[src/malu_pkg.sv]
// package: opcodes, widths and status layout for the skip/table alu block
package malu_pkg;
  localparam int DW = 8;
  localparam int PW = 14;
  localparam int PAW = 11;
  localparam int PAGE_LSB = 8;
  localparam logic [7:0] ALL_ONES = 8'hff;
  localparam logic [7:0] ZERO_BYTE = 8'h00;
  localparam logic [7:0] ONE_BYTE = 8'h01;
  localparam logic [2:0] LAST_PAGE = 3'h7;
  localparam logic [3:0] FLAGS_RST = 4'h0;
  localparam logic [7:0] ACC_RST = 8'h00;
  localparam logic [5:0] TBH_RST = 6'h00;
  // operation codes
  typedef enum logic [4:0] {
    MALU_NOP = 5'h00,
    MALU_DEC_ACC_SKZ = 5'h01,
    MALU_SET_BYTE = 5'h02,
    MALU_SET_BIT = 5'h03,
    MALU_INC_SKZ = 5'h04,
    MALU_INC_ACC_SKZ = 5'h05,
    MALU_SKIP_BIT_NZ = 5'h06,
    MALU_SUB_MEM = 5'h07,
    MALU_SUB_TO_MEM = 5'h08,
    MALU_SUB_IMM = 5'h09,
    MALU_SWAP = 5'h0a,
    MALU_SWAP_ACC = 5'h0b,
    MALU_SKIP_ZERO = 5'h0c,
    MALU_MOVE_ACC_SKZ = 5'h0d,
    MALU_SKIP_BIT_Z = 5'h0e,
    MALU_TAB_CUR = 5'h0f,
    MALU_TAB_LAST = 5'h10,
    MALU_XOR_MEM = 5'h11,
    MALU_XOR_TO_MEM = 5'h12,
    MALU_XOR_IMM = 5'h13
  } malu_op_t;
  // status flags: overflow, zero, aux carry, carry
  typedef struct packed {
    logic ov;
    logic z;
    logic ac;
    logic c;
  } malu_flags_t;
  // one decoded instruction from the sequencer
  typedef struct packed {
    logic valid;
    malu_op_t op;
    logic [7:0] lit;
    logic [2:0] bitsel;
  } malu_instr_t;
  // sequencing state
  typedef enum logic [1:0] {
    MALU_RUN,
    MALU_TAB_WAIT,
    MALU_DUMMY
  } malu_state_t;
  // all block state
  typedef struct packed {
    malu_state_t st;
    logic [7:0] acc;
    malu_flags_t fl;
    logic [5:0] tbh;
    logic mem_we;
    logic [7:0] mem_wd;
    logic [PAW-1:0] rom_addr;
    logic rom_re;
    logic discard;
    logic busy;
  } malu_state_s_t;
endpackage

[src/malu_core.sv]
// execution unit for skip, set, subtract, swap, xor and table-read ops
// Contract
// - decrement-to-acc: acc gets byte minus one, memory kept, skip on zero
// - taken skip discards prefetched instruction, adds one dummy cycle
// - byte set writes ff to memory, flags untouched
// - bit set forces only the selected bit to one
// - increment writes byte plus one back, skips when it wraps to zero
// - increment-to-acc loads byte plus one, memory kept, skip on zero
// - bit-nonzero test skips when selected bit is one, changes nothing
// - subtract memory: acc plus inverted byte plus one, sets ov z ac c
// - subtract-to-memory writes same difference back to memory, same flags
// - subtract literal from acc, result in acc, sets ov z ac c
// - swap exchanges nibbles of the byte in place, flags untouched
// - swap-to-acc puts swapped byte in acc, memory kept
// - byte-zero test skips when byte is zero, changes nothing
// - move-and-test copies byte to acc, skips when it is zero
// - bit-zero test skips when selected bit is clear, same timing
// - current-page table read: low byte to memory, high part to latch
// - last-page table read uses final program page instead
// - xor with memory leaves result in acc, only zero flag changes
// - xor-to-memory writes result to memory, updates zero flag
// - xor literal into acc, updates zero flag
//
`timescale 1ns/1ps
module malu_core import malu_pkg::*; (
  input wire logic clk_i,
  input wire logic rst_i,
  input wire malu_instr_t instr_i,
  input wire logic [7:0] mem_rd_i,
  input wire logic [7:0] table_pointer_i,
  input wire logic [PAW-1:0] pc_i,
  input wire logic [PW-1:0] rom_data_i,
  output logic mem_we_o,
  output logic [7:0] mem_wd_o,
  output logic [PAW-1:0] rom_addr_o,
  output logic rom_re_o,
  output logic [7:0] accumulator_reg_o,
  output logic overflow_flag_o,
  output logic zero_flag_o,
  output logic aux_carry_flag_o,
  output logic carry_flag_o,
  output logic [5:0] table_high_latch_o,
  output logic discard_o,
  output logic busy_o
);
  malu_state_s_t s_r;
  malu_state_s_t s_nxt;
  logic [7:0] b;
  logic [7:0] sub_src;
  logic [8:0] sum;
  logic [4:0] lo_sum;
  logic [7:0] inc_v;
  logic [7:0] dec_v;
  logic [7:0] swp_v;
  logic [7:0] bitmask;
  logic skip;

  // shared datapath terms
  always_comb begin
    b = mem_rd_i;
    inc_v = b + ONE_BYTE;
    dec_v = b - ONE_BYTE;
    swp_v = {b[3:0], b[7:4]};
    bitmask = ONE_BYTE << instr_i.bitsel;
    sub_src = (instr_i.op == MALU_SUB_IMM) ? instr_i.lit : b;
    sum = {1'b0, s_r.acc} + {1'b0, ~sub_src} + 9'h001;
    lo_sum = {1'b0, s_r.acc[3:0]} + {1'b0, ~sub_src[3:0]} + 5'h01;
  end

  // next-state logic
  always_comb begin
    s_nxt = s_r;
    s_nxt.mem_we = 1'b0;
    s_nxt.rom_re = 1'b0;
    s_nxt.discard = 1'b0;
    s_nxt.busy = 1'b0;
    skip = 1'b0;
    case (s_r.st)
      MALU_RUN: begin
        if (instr_i.valid) begin
          case (instr_i.op)
            MALU_DEC_ACC_SKZ: begin
              s_nxt.acc = dec_v;
              skip = (dec_v == ZERO_BYTE);
            end
            MALU_SET_BYTE: begin
              s_nxt.mem_we = 1'b1;
              s_nxt.mem_wd = ALL_ONES;
            end
            MALU_SET_BIT: begin
              s_nxt.mem_we = 1'b1;
              s_nxt.mem_wd = b | bitmask;
            end
            MALU_INC_SKZ: begin
              s_nxt.mem_we = 1'b1;
              s_nxt.mem_wd = inc_v;
              skip = (inc_v == ZERO_BYTE);
            end
            MALU_INC_ACC_SKZ: begin
              s_nxt.acc = inc_v;
              skip = (inc_v == ZERO_BYTE);
            end
            MALU_SKIP_BIT_NZ: skip = |(b & bitmask);
            MALU_SUB_MEM, MALU_SUB_IMM, MALU_SUB_TO_MEM: begin
              if (instr_i.op == MALU_SUB_TO_MEM) begin
                s_nxt.mem_we = 1'b1;
                s_nxt.mem_wd = sum[7:0];
              end else begin
                s_nxt.acc = sum[7:0];
              end
              s_nxt.fl.c = sum[8];
              s_nxt.fl.ac = lo_sum[4];
              s_nxt.fl.z = (sum[7:0] == ZERO_BYTE);
              s_nxt.fl.ov = (s_r.acc[7] != sub_src[7]) && (sum[7] != s_r.acc[7]);
            end
            MALU_SWAP: begin
              s_nxt.mem_we = 1'b1;
              s_nxt.mem_wd = swp_v;
            end
            MALU_SWAP_ACC: s_nxt.acc = swp_v;
            MALU_SKIP_ZERO: skip = (b == ZERO_BYTE);
            MALU_MOVE_ACC_SKZ: begin
              s_nxt.acc = b;
              skip = (b == ZERO_BYTE);
            end
            MALU_SKIP_BIT_Z: skip = ~|(b & bitmask);
            MALU_TAB_CUR, MALU_TAB_LAST: begin
              // page from pc upper bits or the last page, offset from pointer
              s_nxt.rom_addr = (instr_i.op == MALU_TAB_LAST) ?
                {LAST_PAGE, table_pointer_i} :
                {pc_i[PAW-1:PAGE_LSB], table_pointer_i};
              s_nxt.rom_re = 1'b1;
              s_nxt.busy = 1'b1;
              s_nxt.st = MALU_TAB_WAIT;
            end
            MALU_XOR_MEM, MALU_XOR_IMM: begin
              s_nxt.acc = s_r.acc ^ ((instr_i.op == MALU_XOR_IMM) ? instr_i.lit : b);
              s_nxt.fl.z = (s_nxt.acc == ZERO_BYTE);
            end
            MALU_XOR_TO_MEM: begin
              s_nxt.mem_we = 1'b1;
              s_nxt.mem_wd = s_r.acc ^ b;
              s_nxt.fl.z = ((s_r.acc ^ b) == ZERO_BYTE);
            end
            default: ;
          endcase
          if (skip) begin
            s_nxt.discard = 1'b1;
            s_nxt.busy = 1'b1;
            s_nxt.st = MALU_DUMMY;
          end
        end
      end
      MALU_TAB_WAIT: begin
        // rom word valid now: low byte to memory, rest to latch
        s_nxt.mem_we = 1'b1;
        s_nxt.mem_wd = rom_data_i[7:0];
        s_nxt.tbh = rom_data_i[PW-1:8];
        s_nxt.st = MALU_RUN;
      end
      MALU_DUMMY: s_nxt.st = MALU_RUN;
      default: s_nxt.st = MALU_RUN;
    endcase
  end

  // state register
  always_ff @(posedge clk_i or posedge rst_i) begin
    if (rst_i) begin
      s_r <= '{st: MALU_RUN, acc: ACC_RST, fl: FLAGS_RST, tbh: TBH_RST,
               mem_we: 1'b0, mem_wd: ZERO_BYTE, rom_addr: '0, rom_re: 1'b0,
               discard: 1'b0, busy: 1'b0};
    end else begin
      s_r <= s_nxt;
    end
  end

  // outputs straight from state
  assign mem_we_o = s_r.mem_we;
  assign mem_wd_o = s_r.mem_wd;
  assign rom_addr_o = s_r.rom_addr;
  assign rom_re_o = s_r.rom_re;
  assign accumulator_reg_o = s_r.acc;
  assign overflow_flag_o = s_r.fl.ov;
  assign zero_flag_o = s_r.fl.z;
  assign aux_carry_flag_o = s_r.fl.ac;
  assign carry_flag_o = s_r.fl.c;
  assign table_high_latch_o = s_r.tbh;
  assign discard_o = s_r.discard;
  assign busy_o = s_r.busy;

  // assertions
  logic run_v;
  assign run_v = instr_i.valid && (s_r.st == MALU_RUN);
endmodule

[config.mk]
export PLATFORM = sky130hd
export DESIGN_NAME = malu_core
export DESIGN_NICKNAME = d
export VERILOG_FILES = /design/src/malu_pkg.sv /design/src/malu_core.sv
export SDC_FILE = /design/constraint.sdc
export NUM_CORES = 1
export LEC_CHECK = 0
export ABC_AREA = 1
export BUFFER_PORTS_ARGS = -buffer_cell sky130_fd_sc_hd__buf_4
export CAP_MARGIN = 20
export CORE_ASPECT_RATIO = 0.7
export CORE_MARGIN = 5
export CORE_UTILIZATION = 45
export CTS_CLUSTER_DIAMETER = 30
export CTS_CLUSTER_SIZE = 30
export DETAILED_ROUTE_END_ITERATION = 10
export HOLD_SLACK_MARGIN = 0.05
export PLACE_DENSITY = 0.72
export SYNTH_ARGS = -nofsm -noshare
export SYNTH_HDL_FRONTEND = slang
export SYNTH_SLANG_ARGS = --single-unit
[constraint.sdc]
create_clock -name clk_i -period 2.14 [get_ports clk_i]
set_input_delay 0.428 -clock clk_i [delete_from_list [all_inputs] [get_ports clk_i]]
set_output_delay 0.428 -clock clk_i [all_outputs]
set_load 0.01 [all_outputs]
==> flow_metrics.py, run 1 <==
metrics = {
    "worst_setup_path": {
        "crit_fanout": 6,
        "cp_data_required_time_ns": 2.38,
        "critPathCaptureType": "flop",
        "start_kind": "primary input",
        "rrSetupSlack_ns": 0.06,
        "reg2reg_to": "zero_flag_o$_DFFE_PP0P_",
        "worstReg2RegStart": "accumulator_reg_o[0]$_DFFE_PP0P_",
        "rr_worst_depth": 13,
        "path_class": "primary input to flop",
        "cp.arrival_ns": 2.55,
    },
    "cells_and_area": {
        "area_growth_pct": 43.4,
        "drive_above_1_share_pct": 34.0,
        "final_nets": 913,
        "fin_area_mm2": 0.00610,
        "n_antenna_cell": 0,
        "final_cells": 964,
    },
    "place": {
        "dp_cells": 946,
        "place_area_mm2": 0.00548,
        "dp_slack_ns": -0.595,
        "dp.final_hpwl_mm": 12.8,
        "io_buffer_count": 92,
        "gp_congestion": 1.03,
    },
    "clock_network": {
        "cts.sinks": 43,
        "clk_path_buf_depth": 2,
        "cts_tree": "yes",
        "cts_root_buffer": "clkbuf_16",
        "clock_latency_ns": 0.30,
        "path_clk_slew_ns": 0.08,
        "numCtsBuffers": 5,
        "hold_buffers": 0,
        "h-tree-depth": 2,
    },
    "global_route": {
        "antenna_found_initial": 0,
        "gr-usage-all-layers_pct": 27.0,
        "overflow": 0,
        "grt_max_degree": 18,
        "grt_pass1_wl_mm": 25.2,
        "grt_pass1_vias": 4840,
    },
    "logic_synthesis": {
        "syn_nets": 773,
        "ys_types": 34,
        "async_flop_share_pct": 100,
        "synth-edff-count": 0,
        "post-synth-top-count-cell": "nand2_1",
        "synthTopCellsByCount": "nand2_1, nor2_1, inv_1, nand3_1, dfrtp_1",
        "synth_top_cells_by_area": "dfrtp_1, nand2_1, nor2_1",
        "synth_area_mm2": 0.00426,
        "synth_ff_type": "dfrtp_1",
        "seq_area_frac_synth_pct": 25.3,
        "yosys.area.top_type_share_pct": 25.3,
        "ys_ff_latch": 43,
        "syn_area_per_cell_um2": 6.09,
        "yosysTopAreaCell": "dfrtp_1",
        "yosys_warnings": 0,
        "netlist_instances": 699,
    },
    "timing": {
        "rsz0062_at_grt": "true",
        "relSlewSlack_pct": 72.0,
        "tns_ns": -0.174,
        "slew_viol_final": 0,
        "max_freq_mhz": 432,
        "fin_crit_sh_pct": 108,
        "hold_violations": 0,
        "tightest_slew_ns": 0.417,
        "setup_viol": 1,
        "worst_slack_ns": -0.174,
        "finClkSkew_ns": 0.0111,
        "min_period_ns": 2.31,
    },
    "die": {
        "core_mm2": 0.00914,
        "die_h_um": 91.4,
        "initial_core_util_pct": 46.6,
        "dieArea_mm2": 0.0115,
        "io_pins": 101,
        "fp.dieW_um": 126,
        "row_count": 29,
    },
    "power": {
        "power_mw": 4.39,
        "vdd.ir_drop.worst_uv": 408,
        "power_density_mw_per_mm2": 720,
        "leakage_nw": 3.21,
    },
    "detailed_routing": {
        "ant_nets": 0,
        "drtIter0Drc": 604,
        "first_pass_iters": 7,
        "num_vias": 5198,
        "route.detailed.drc": 0,
        "detail_route.wl_per_cell_um": 17.0,
        "viasPerCell": 5.39,
        "routed_wl_mm": 16.4,
    },
    "worst_hold_path": {
        "worst_hold_path_type": "primary input to async pin",
    },
    "run": {
        "drv_cap": 0,
    },
    "run_status": {
        "violations": "negative setup slack",
        "status": "finished with violations",
    },
}
[critical path: stages]
cell     delay [ns]
buf_8          0.10
inv_4          0.04
nand2_4        0.05
nor2_4         0.10
nand2_4        0.10
buf_12         0.16
nand2_1        0.10
o21ai_4        0.07
fa_2           0.53
nand2_1        0.05
inv_1          0.05
nand2_1        0.05
nor2_2         0.14
nand2_1        0.07
nor2_1         0.14
nand2_1        0.08
nor2_2         0.11
nor2_1         0.05
a21oi_1        0.11
[state kept, by name, summed over array words and instances, names as in the netlist, 2 cells and up]
register            flops
accumulator_reg_o       8
mem_wd_o                8
rom_addr_o             11
s_r                     2
table_high_latch_o      6
[layout by cell type (no fill, tap or decap), drive strengths merged]
cell type	instances
nand3	51
bufinv	1
nand4	20
fa	1
o21ai	42
nor2	87
nand3b	4
o22ai	5
o211ai	8
xnor2	1
ha	13
nor3	11
nand2	243
clkinv	6
o31ai	2
and3	2
a31oi	4
dfrtp	43
buf	188
xor2	14
clkbuf	5
o2111ai	1
inv	73
a21oi	15
[worst max-delay path by stage]
| stage | depth (start not counted) | endpoint | slack, ns | start |
|---|---|---|---|---|
| after global placement | 19 | zero_flag_o$_DFFE_PP0P_ | -0.54 | instr_i[12] |
| after detailed placement | 19 | zero_flag_o$_DFFE_PP0P_ | -0.60 | instr_i[12] |
| final | 19 | zero_flag_o$_DFFE_PP0P_ | -0.17 | instr_i[12] |
| after global routing | 19 | zero_flag_o$_DFFE_PP0P_ | -0.30 | instr_i[12] |
| after floorplan | 20 | zero_flag_o$_DFFE_PP0P_ | -0.36 | instr_i[15] |
| after CTS | 19 | zero_flag_o$_DFFE_PP0P_ | -0.1 | instr_i[12] |
[logic make-up (layout without fill, tap and decap cells)]
group	Yosys count	after routing	synth area share [%]
and+or+nand+nor	418	418	41.9
buffers and inverters	132	273	15.0
AOI/OAI and AO/OA	77	77	10.3
DFF	43	43	25.3
xor gates and xnor gates	15	15	3.09
adders and majority gates	14	14	4.29
[through the flow]
stage | utilization, % | hold WS [ns]
2_1_floorplan | - | 0.443
3_3_place_gp | 59.9 | 0.420
3_5_place_dp | 59.9 | 0.422
4_1_cts | 63.4 | 0.0967
5_1_grt | 66.7 | 0.114
6_report | 66.7 | 0.0855
[where the power goes]
part	internal [mW]	total, mW	switching, mW
logic	1.06	2.29	1.23
registers	1.00	1.17	0.168
clock network	0.552	0.932	0.380
[per-layer routing]
layer  track usage (%)  part of all wire (%)
met1              38.6                    43
met2              41.2                    44
met3              6.57                    11
met4              6.16                   1.8
met5                 0                     0
[final cells by class]
class	instances	area [um2]
clock buffer	5	125
clock inverter	3	43.8
fill	828	3040
inverter	77	297
multi-input combinational	524	2910
sequential	43	1080
tap	124	155
timing repair buffer	188	1490
[timing repair]
item,in CTS,in global routing
pin swaps,21,39
buffers inserted,5,5
setup endpoints to repair,15,15
gates resized for setup,29,59
gates cloned,1,0
Note: power is estimated with default switching activity, not from simulation.
==> run 2, diff against run 1 <==
- CORE_MARGIN: 5 -> 4
==> flow_metrics.py, run 2 (synthesis gave the netlist of run 1 again) <==
metrics = {
    "place": {
        "dp.final_hpwl_mm": 12.6,
        "dp_slack_ns": -0.581,
        "io_buffer_count": 92,
        "gp_congestion": 0.987,
    },
    "worst_setup_path": {
        "path_class": "primary input to flop",
        "start_kind": "primary input",
        "critPathCaptureType": "flop",
        "cp_slowest_cell": "fa_2",
        "worstPathCellList": "buf_8 -> inv_4 -> nand2_4 -> nor2_4 -> nand2_4 -> nand2_2 -> o21ai_2 -> ha_2 -> fa_2 -> nand2_1 -> inv_1 -> nand2_1 -> nor2_1 -> nand2_1 -> nor2_2 -> nand2_1 -> nor2_1 -> nor2_1 -> a21oi_1",
        "crit_fanout": 4,
        "critical_path.max_stage_delay_ns": 0.53,
        "cp.arrival_ns": 2.47,
        "cp_num_buf_inv": 3,
        "cp_data_required_time_ns": 2.36,
        "crit_family": "simple AND/OR/NAND/NOR gates",
        "crit_top_cell": "nand2_1",
    },
    "timing": {
        "hold_violations": 0,
        "max_freq_mhz": 445,
        "slew_viol_final": 0,
        "rsz0062_at_grt": "true",
        "relSlewSlack_pct": 70.4,
        "worst_slack_ns": -0.108,
        "min_period_ns": 2.25,
        "tightest_slew_ns": 0.440,
        "setup_viol": 5,
        "finClkSkew_ns": 0.0132,
        "fin_crit_sh_pct": 105,
    },
    "die": {
        "io_pins": 101,
        "die_h_um": 89.4,
        "core_mm2": 0.00914,
        "row_count": 29,
        "initial_core_util_pct": 46.6,
        "dieArea_mm2": 0.0111,
        "fp.dieW_um": 124,
    },
    "global_route": {
        "grt_pass1_wl_mm": 24.4,
        "grt_max_degree": 19,
        "gr-usage-all-layers_pct": 27.6,
        "grt_pass1_vias": 4773,
        "overflow": 0,
        "antenna_found_initial": 0,
    },
    "detailed_routing": {
        "viasPerCell": 5.38,
        "route.detailed.drc": 0,
        "first_pass_iters": 7,
        "ant_nets": 0,
        "num_vias": 5162,
        "drtIter0Drc": 588,
        "detail_route.wl_per_cell_um": 16.9,
        "routed_wl_mm": 16.2,
    },
    "clock_network": {
        "clock_latency_ns": 0.30,
        "h-tree-depth": 2,
        "numCtsBuffers": 5,
        "hold_buffers": 0,
        "cts_root_buffer": "clkbuf_16",
        "clk_path_buf_depth": 2,
        "cts.sinks": 43,
        "cts_tree": "yes",
        "path_clk_slew_ns": 0.07,
    },
    "cells_and_area": {
        "final_nets": 908,
        "drive_above_1_share_pct": 34.0,
        "n_antenna_cell": 0,
        "largest_reg_flops": 11,
        "area_growth_pct": 41.3,
        "layout.cells.most_common_list": "nand2_1, buf_4, nor2_1",
        "utilization_pct": 65.8,
        "layout_commonest_cell": "nand2_1",
    },
    "worst_hold_path": {
        "worst_hold_path_type": "primary input to async pin",
    },
    "power": {
        "leakage_nw": 3.15,
        "vdd.ir_drop.worst_uv": 381,
        "power_density_mw_per_mm2": 716,
    },
    "run_status": {
        "violations": "negative setup slack",
        "status": "finished with violations",
    },
    "run": {
        "drv_cap": 0,
    },
}
## run 2: changes by cell type in the layout (fill, tap and decap cells not counted), moves of 2 or more
| cell | previous run | this run |
|---|---|---|
| buf_4 | 179 | 173 |
| clkinv_4 | 2 | 0 |
| clkinvlp_4 | 0 | 2 |
| inv_6 | 0 | 2 |
| nand2_1 | 213 | 209 |
| nand2_2 | 20 | 28 |
| nand2_4 | 10 | 6 |
| nand3_1 | 44 | 42 |
| nor2_1 | 74 | 78 |
| nor2_2 | 7 | 5 |
| nor2_4 | 6 | 4 |
## run 2: metal layers
metal | track usage, % | vias up | share of wire [%]
met5 | 0 | - | 0
met4 | 7.06 | 0 | 1.8
met3 | 4.78 | 38 | 9.8
met2 | 43.9 | 257 | 45
met1 | 39.2 | 2397 | 44
li1 | - | 2470 | -
## run 2: through the flow
step | instance area (um2) | TNS [ns] | instances | hold WS, ns | power, mW
2_1_floorplan | 4320 | -2.15 | 699 | 0.443 | 2.37
4_1_cts | 5710 | -0.145 | 950 | 0.0926 | 3.96
3_3_place_gp | 5410 | -5.77 | 936 | 0.404 | 3.01
3_5_place_dp | 5410 | -6.76 | 936 | 0.409 | 3.05
6_report | 6020 | -0.296 | 959 | 0.0865 | 4.31
5_1_grt | 6020 | -1.64 | 959 | 0.103 | 4.58
## run 2: worst reg2reg max path: cells and delay by family (launching register included)
| family | cells | cell delay, ns |
|---|---|---|
| adder cells (fa/ha/maj) | 2 | 0.71 |
| AND/OR/NAND/NOR | 8 | 0.60 |
| flip-flops | 1 | 0.34 |
| AO/OA/AOI/OAI | 1 | 0.13 |
| buffers and inverters | 2 | 0.12 |
## run 2: final timing paths
kind / startpoint / end / slack, ns / depth (start not counted)
min: rst_i / mem_wd_o[4]$_DFFE_PP0P_ / 0.09 / 2
min reg2reg: rom_addr_o[8]$_DFFE_PP0P_ / rom_addr_o[8]$_DFFE_PP0P_ / 0.47 / 2
max in group asynchronous: rst_i / mem_wd_o[6]$_DFFE_PP0P_ / 1.49 / 3
max: instr_i[12] / zero_flag_o$_DFFE_PP0P_ / -0.11 / 19
min in group clk_i: rom_data_i[13] / table_high_latch_o[5]$_DFFE_PP0P_ / 0.33 / 3
max reg2reg: accumulator_reg_o[0]$_DFFE_PP0P_ / zero_flag_o$_DFFE_PP0P_ / 0.13 / 13
## run 2: area by class of cell
type,count,area [um2]
Fill cell,854,3130
Multi-Input combinational cell,524,2890
Timing Repair Buffer,183,1450
Sequential cell,43,1080
Inverter,77,297
Tap cell,124,155
Clock buffer,5,125
Clock inverter,3,23.8
## run 2: what timing repair did
item,in CTS,in global routing
gates resized for setup,35,48
buffers inserted,6,9
pin swaps,24,17
endpoints found under the setup margin,13,13
cloned,0,0
## run 2: power breakdown
part / internal [mW] / switching (mW)
sequential: 1.00 / 0.168
clock: 0.438 / 0.378
combinational: 1.08 / 1.24
==> run 3, diff against run 2 <==
- clock period: 2.14 -> 2.56 ns (I/O delays scaled with it)
==> flow_metrics.py, run 3 (synthesis gave the netlist of run 1 again) <==
metrics = {
    "cells_and_area": {
        "layout.cells.most_common_list": "nand2_1, buf_4, nor2_1",
        "nFillCells": 945,
        "largest_reg_flops": 11,
        "fin_area_mm2": 0.00544,
        "final-seq-area_mm2": 0.00108,
        "layout_commonest_cell": "nand2_1",
        "final_cells": 925,
        "multi_input_area_mm2": 0.00262,
        "utilization_pct": 59.4,
        "area_growth_pct": 27.7,
        "final_nets": 874,
        "drive_above_1_share_pct": 24.7,
        "n_antenna_cell": 0,
    },
    "worst_setup_path": {
        "cp.arrival_ns": 2.66,
        "cp_data_required_time_ns": 2.78,
        "path_class": "primary input to flop",
        "start_kind": "primary input",
        "critPathCaptureType": "flop",
        "crit_fanout": 4,
    },
    "clock_network": {
        "path_clk_slew_ns": 0.07,
        "clock_latency_ns": 0.29,
        "cts_root_buffer": "clkbuf_16",
        "cts_tree": "yes",
        "numCtsBuffers": 5,
        "h-tree-depth": 2,
        "cts.sinks": 43,
        "clk_path_buf_depth": 2,
    },
    "detailed_routing": {
        "route.detailed.drc": 0,
        "routed_wl_mm": 16.5,
        "num_vias": 5036,
        "detail_route.wl_per_cell_um": 17.8,
        "first_pass_iters": 5,
        "ant_nets": 0,
        "drtIter0Drc": 510,
        "viasPerCell": 5.44,
    },
    "run": {
        "drv_cap": 0,
    },
    "die": {
        "io_pins": 101,
        "initial_core_util_pct": 46.6,
        "fp.dieW_um": 124,
        "core_mm2": 0.00914,
        "dieArea_mm2": 0.0111,
        "die_h_um": 89.4,
        "row_count": 29,
    },
    "global_route": {
        "overflow": 0,
        "grt_pass1_wl_mm": 24.7,
        "grt_busiest_layer": "met1",
        "antenna_found_initial": 0,
        "met1_usage_pct": 43.4,
        "met3_usage_pct": 7.52,
        "gr-usage-all-layers_pct": 28.5,
        "grt_pass1_vias": 4540,
        "grt_max_degree": 19,
        "met2_usage_pct": 40.8,
    },
    "run_status": {
        "status": "completed",
    },
    "place": {
        "place_area_mm2": 0.00516,
        "io_buffer_count": 92,
        "gp_congestion": 0.961,
        "dp.final_hpwl_mm": 13.1,
        "dp_cells": 910,
    },
    "timing": {
        "tightest_slew_ns": 0.560,
        "max_freq_mhz": 409,
        "fin_crit_sh_pct": 95.5,
        "slew_viol_final": 0,
        "finClkSkew_ns": 0.00935,
        "hold_violations": 0,
        "min_period_ns": 2.44,
        "setup_viol": 0,
        "relSlewSlack_pct": 62.6,
    },
    "power": {
        "vdd.ir_drop.worst_uv": 458,
        "leakage_nw": 2.93,
        "power_density_mw_per_mm2": 603,
    },
    "worst_hold_path": {
        "worst_hold_path_type": "primary input to async pin",
    },
}
## run 3: cell count changes in the layout (fill, tap and decap cells not counted), moves of 6 or more
cell     change
ha_1         +7
ha_4         -7
nand2_1     +25
o21ai_0      +6
buf_4       -30
nand2_2     -22
## run 3: worst max-delay path, cell delays in order
cell,delay [ns]
buf_6,0.10
inv_4,0.05
nand2_4,0.06
nor2_4,0.13
nand2_4,0.10
nand2_2,0.10
o21ai_4,0.06
ha_2,0.19
fa_2,0.58
nand2_1,0.05
inv_1,0.06
nand2_2,0.07
nor2_1,0.10
nand2_1,0.06
nor2_1,0.11
nand2_1,0.08
nor2_2,0.09
nor2_1,0.05
a21oi_1,0.11
## run 3: layout make-up
type | count | area share (%)
Multi-Input combinational cell | 525 | 48.2
Inverter | 77 | 5.46
Clock inverter | 3 | 0.437
Sequential cell | 43 | 19.8
Tap cell | 124 | 2.85
Timing Repair Buffer | 148 | 20.9
Clock buffer | 5 | 2.30
## run 3: metrics by stage
step,setup TNS [ns],setup slack (ns),hold slack [ns],total power [mW]
after detailed placement,-1.73,-0.191,0.463,2.55
after CTS,0,0.103,0.195,3.22
final,0,0.115,0.191,3.28
after floorplan,-0.0400,-0.0400,0.443,1.97
after global routing,-0.0389,-0.0389,0.224,3.49
after global placement,-1.57,-0.192,0.457,2.51
## run 3: path summary, 6_finish.rpt
path / startpoint / end / slack (ns) / cells past startpoint
setup reg to reg: accumulator_reg_o[0]$_DFFE_PP0P_ / zero_flag_o$_DFFE_PP0P_ / 0.43 / 13
hold / removal: rst_i / rom_addr_o[10]$_DFFE_PP0P_ / 0.19 / 2
hold reg to reg: rom_addr_o[8]$_DFFE_PP0P_ / rom_addr_o[8]$_DFFE_PP0P_ / 0.48 / 2
setup / recovery: instr_i[15] / zero_flag_o$_DFFE_PP0P_ / 0.12 / 19
max in group asynchronous: rst_i / mem_we_o$_DFF_PP0_ / 1.77 / 3
min in group clk_i: table_pointer_i[4] / rom_addr_o[4]$_DFFE_PP0P_ / 0.42 / 3
## run 3: per-layer routing
layer  routed length, um  vias to the layer above
met3                1910                       12
met4                 136                        0
met1                7810                     2343
met5                   0                        -
li1                    -                     2405
met2                6650                      276
## run 3: repair_timing
| item | CTS | global route |
|---|---|---|
| buffers inserted | 0 | 6 |
| endpoints found under the setup margin | 0 | 11 |
| resized for setup | 0 | 19 |
| hold buffers | 0 | 0 |
## run 3: power breakdown
| part | total [mW] | switching [mW] | internal (mW) |
|---|---|---|---|
| logic | 1.61 | 0.910 | 0.697 |
| registers | 0.991 | 0.153 | 0.837 |
| clock network | 0.678 | 0.312 | 0.366 |
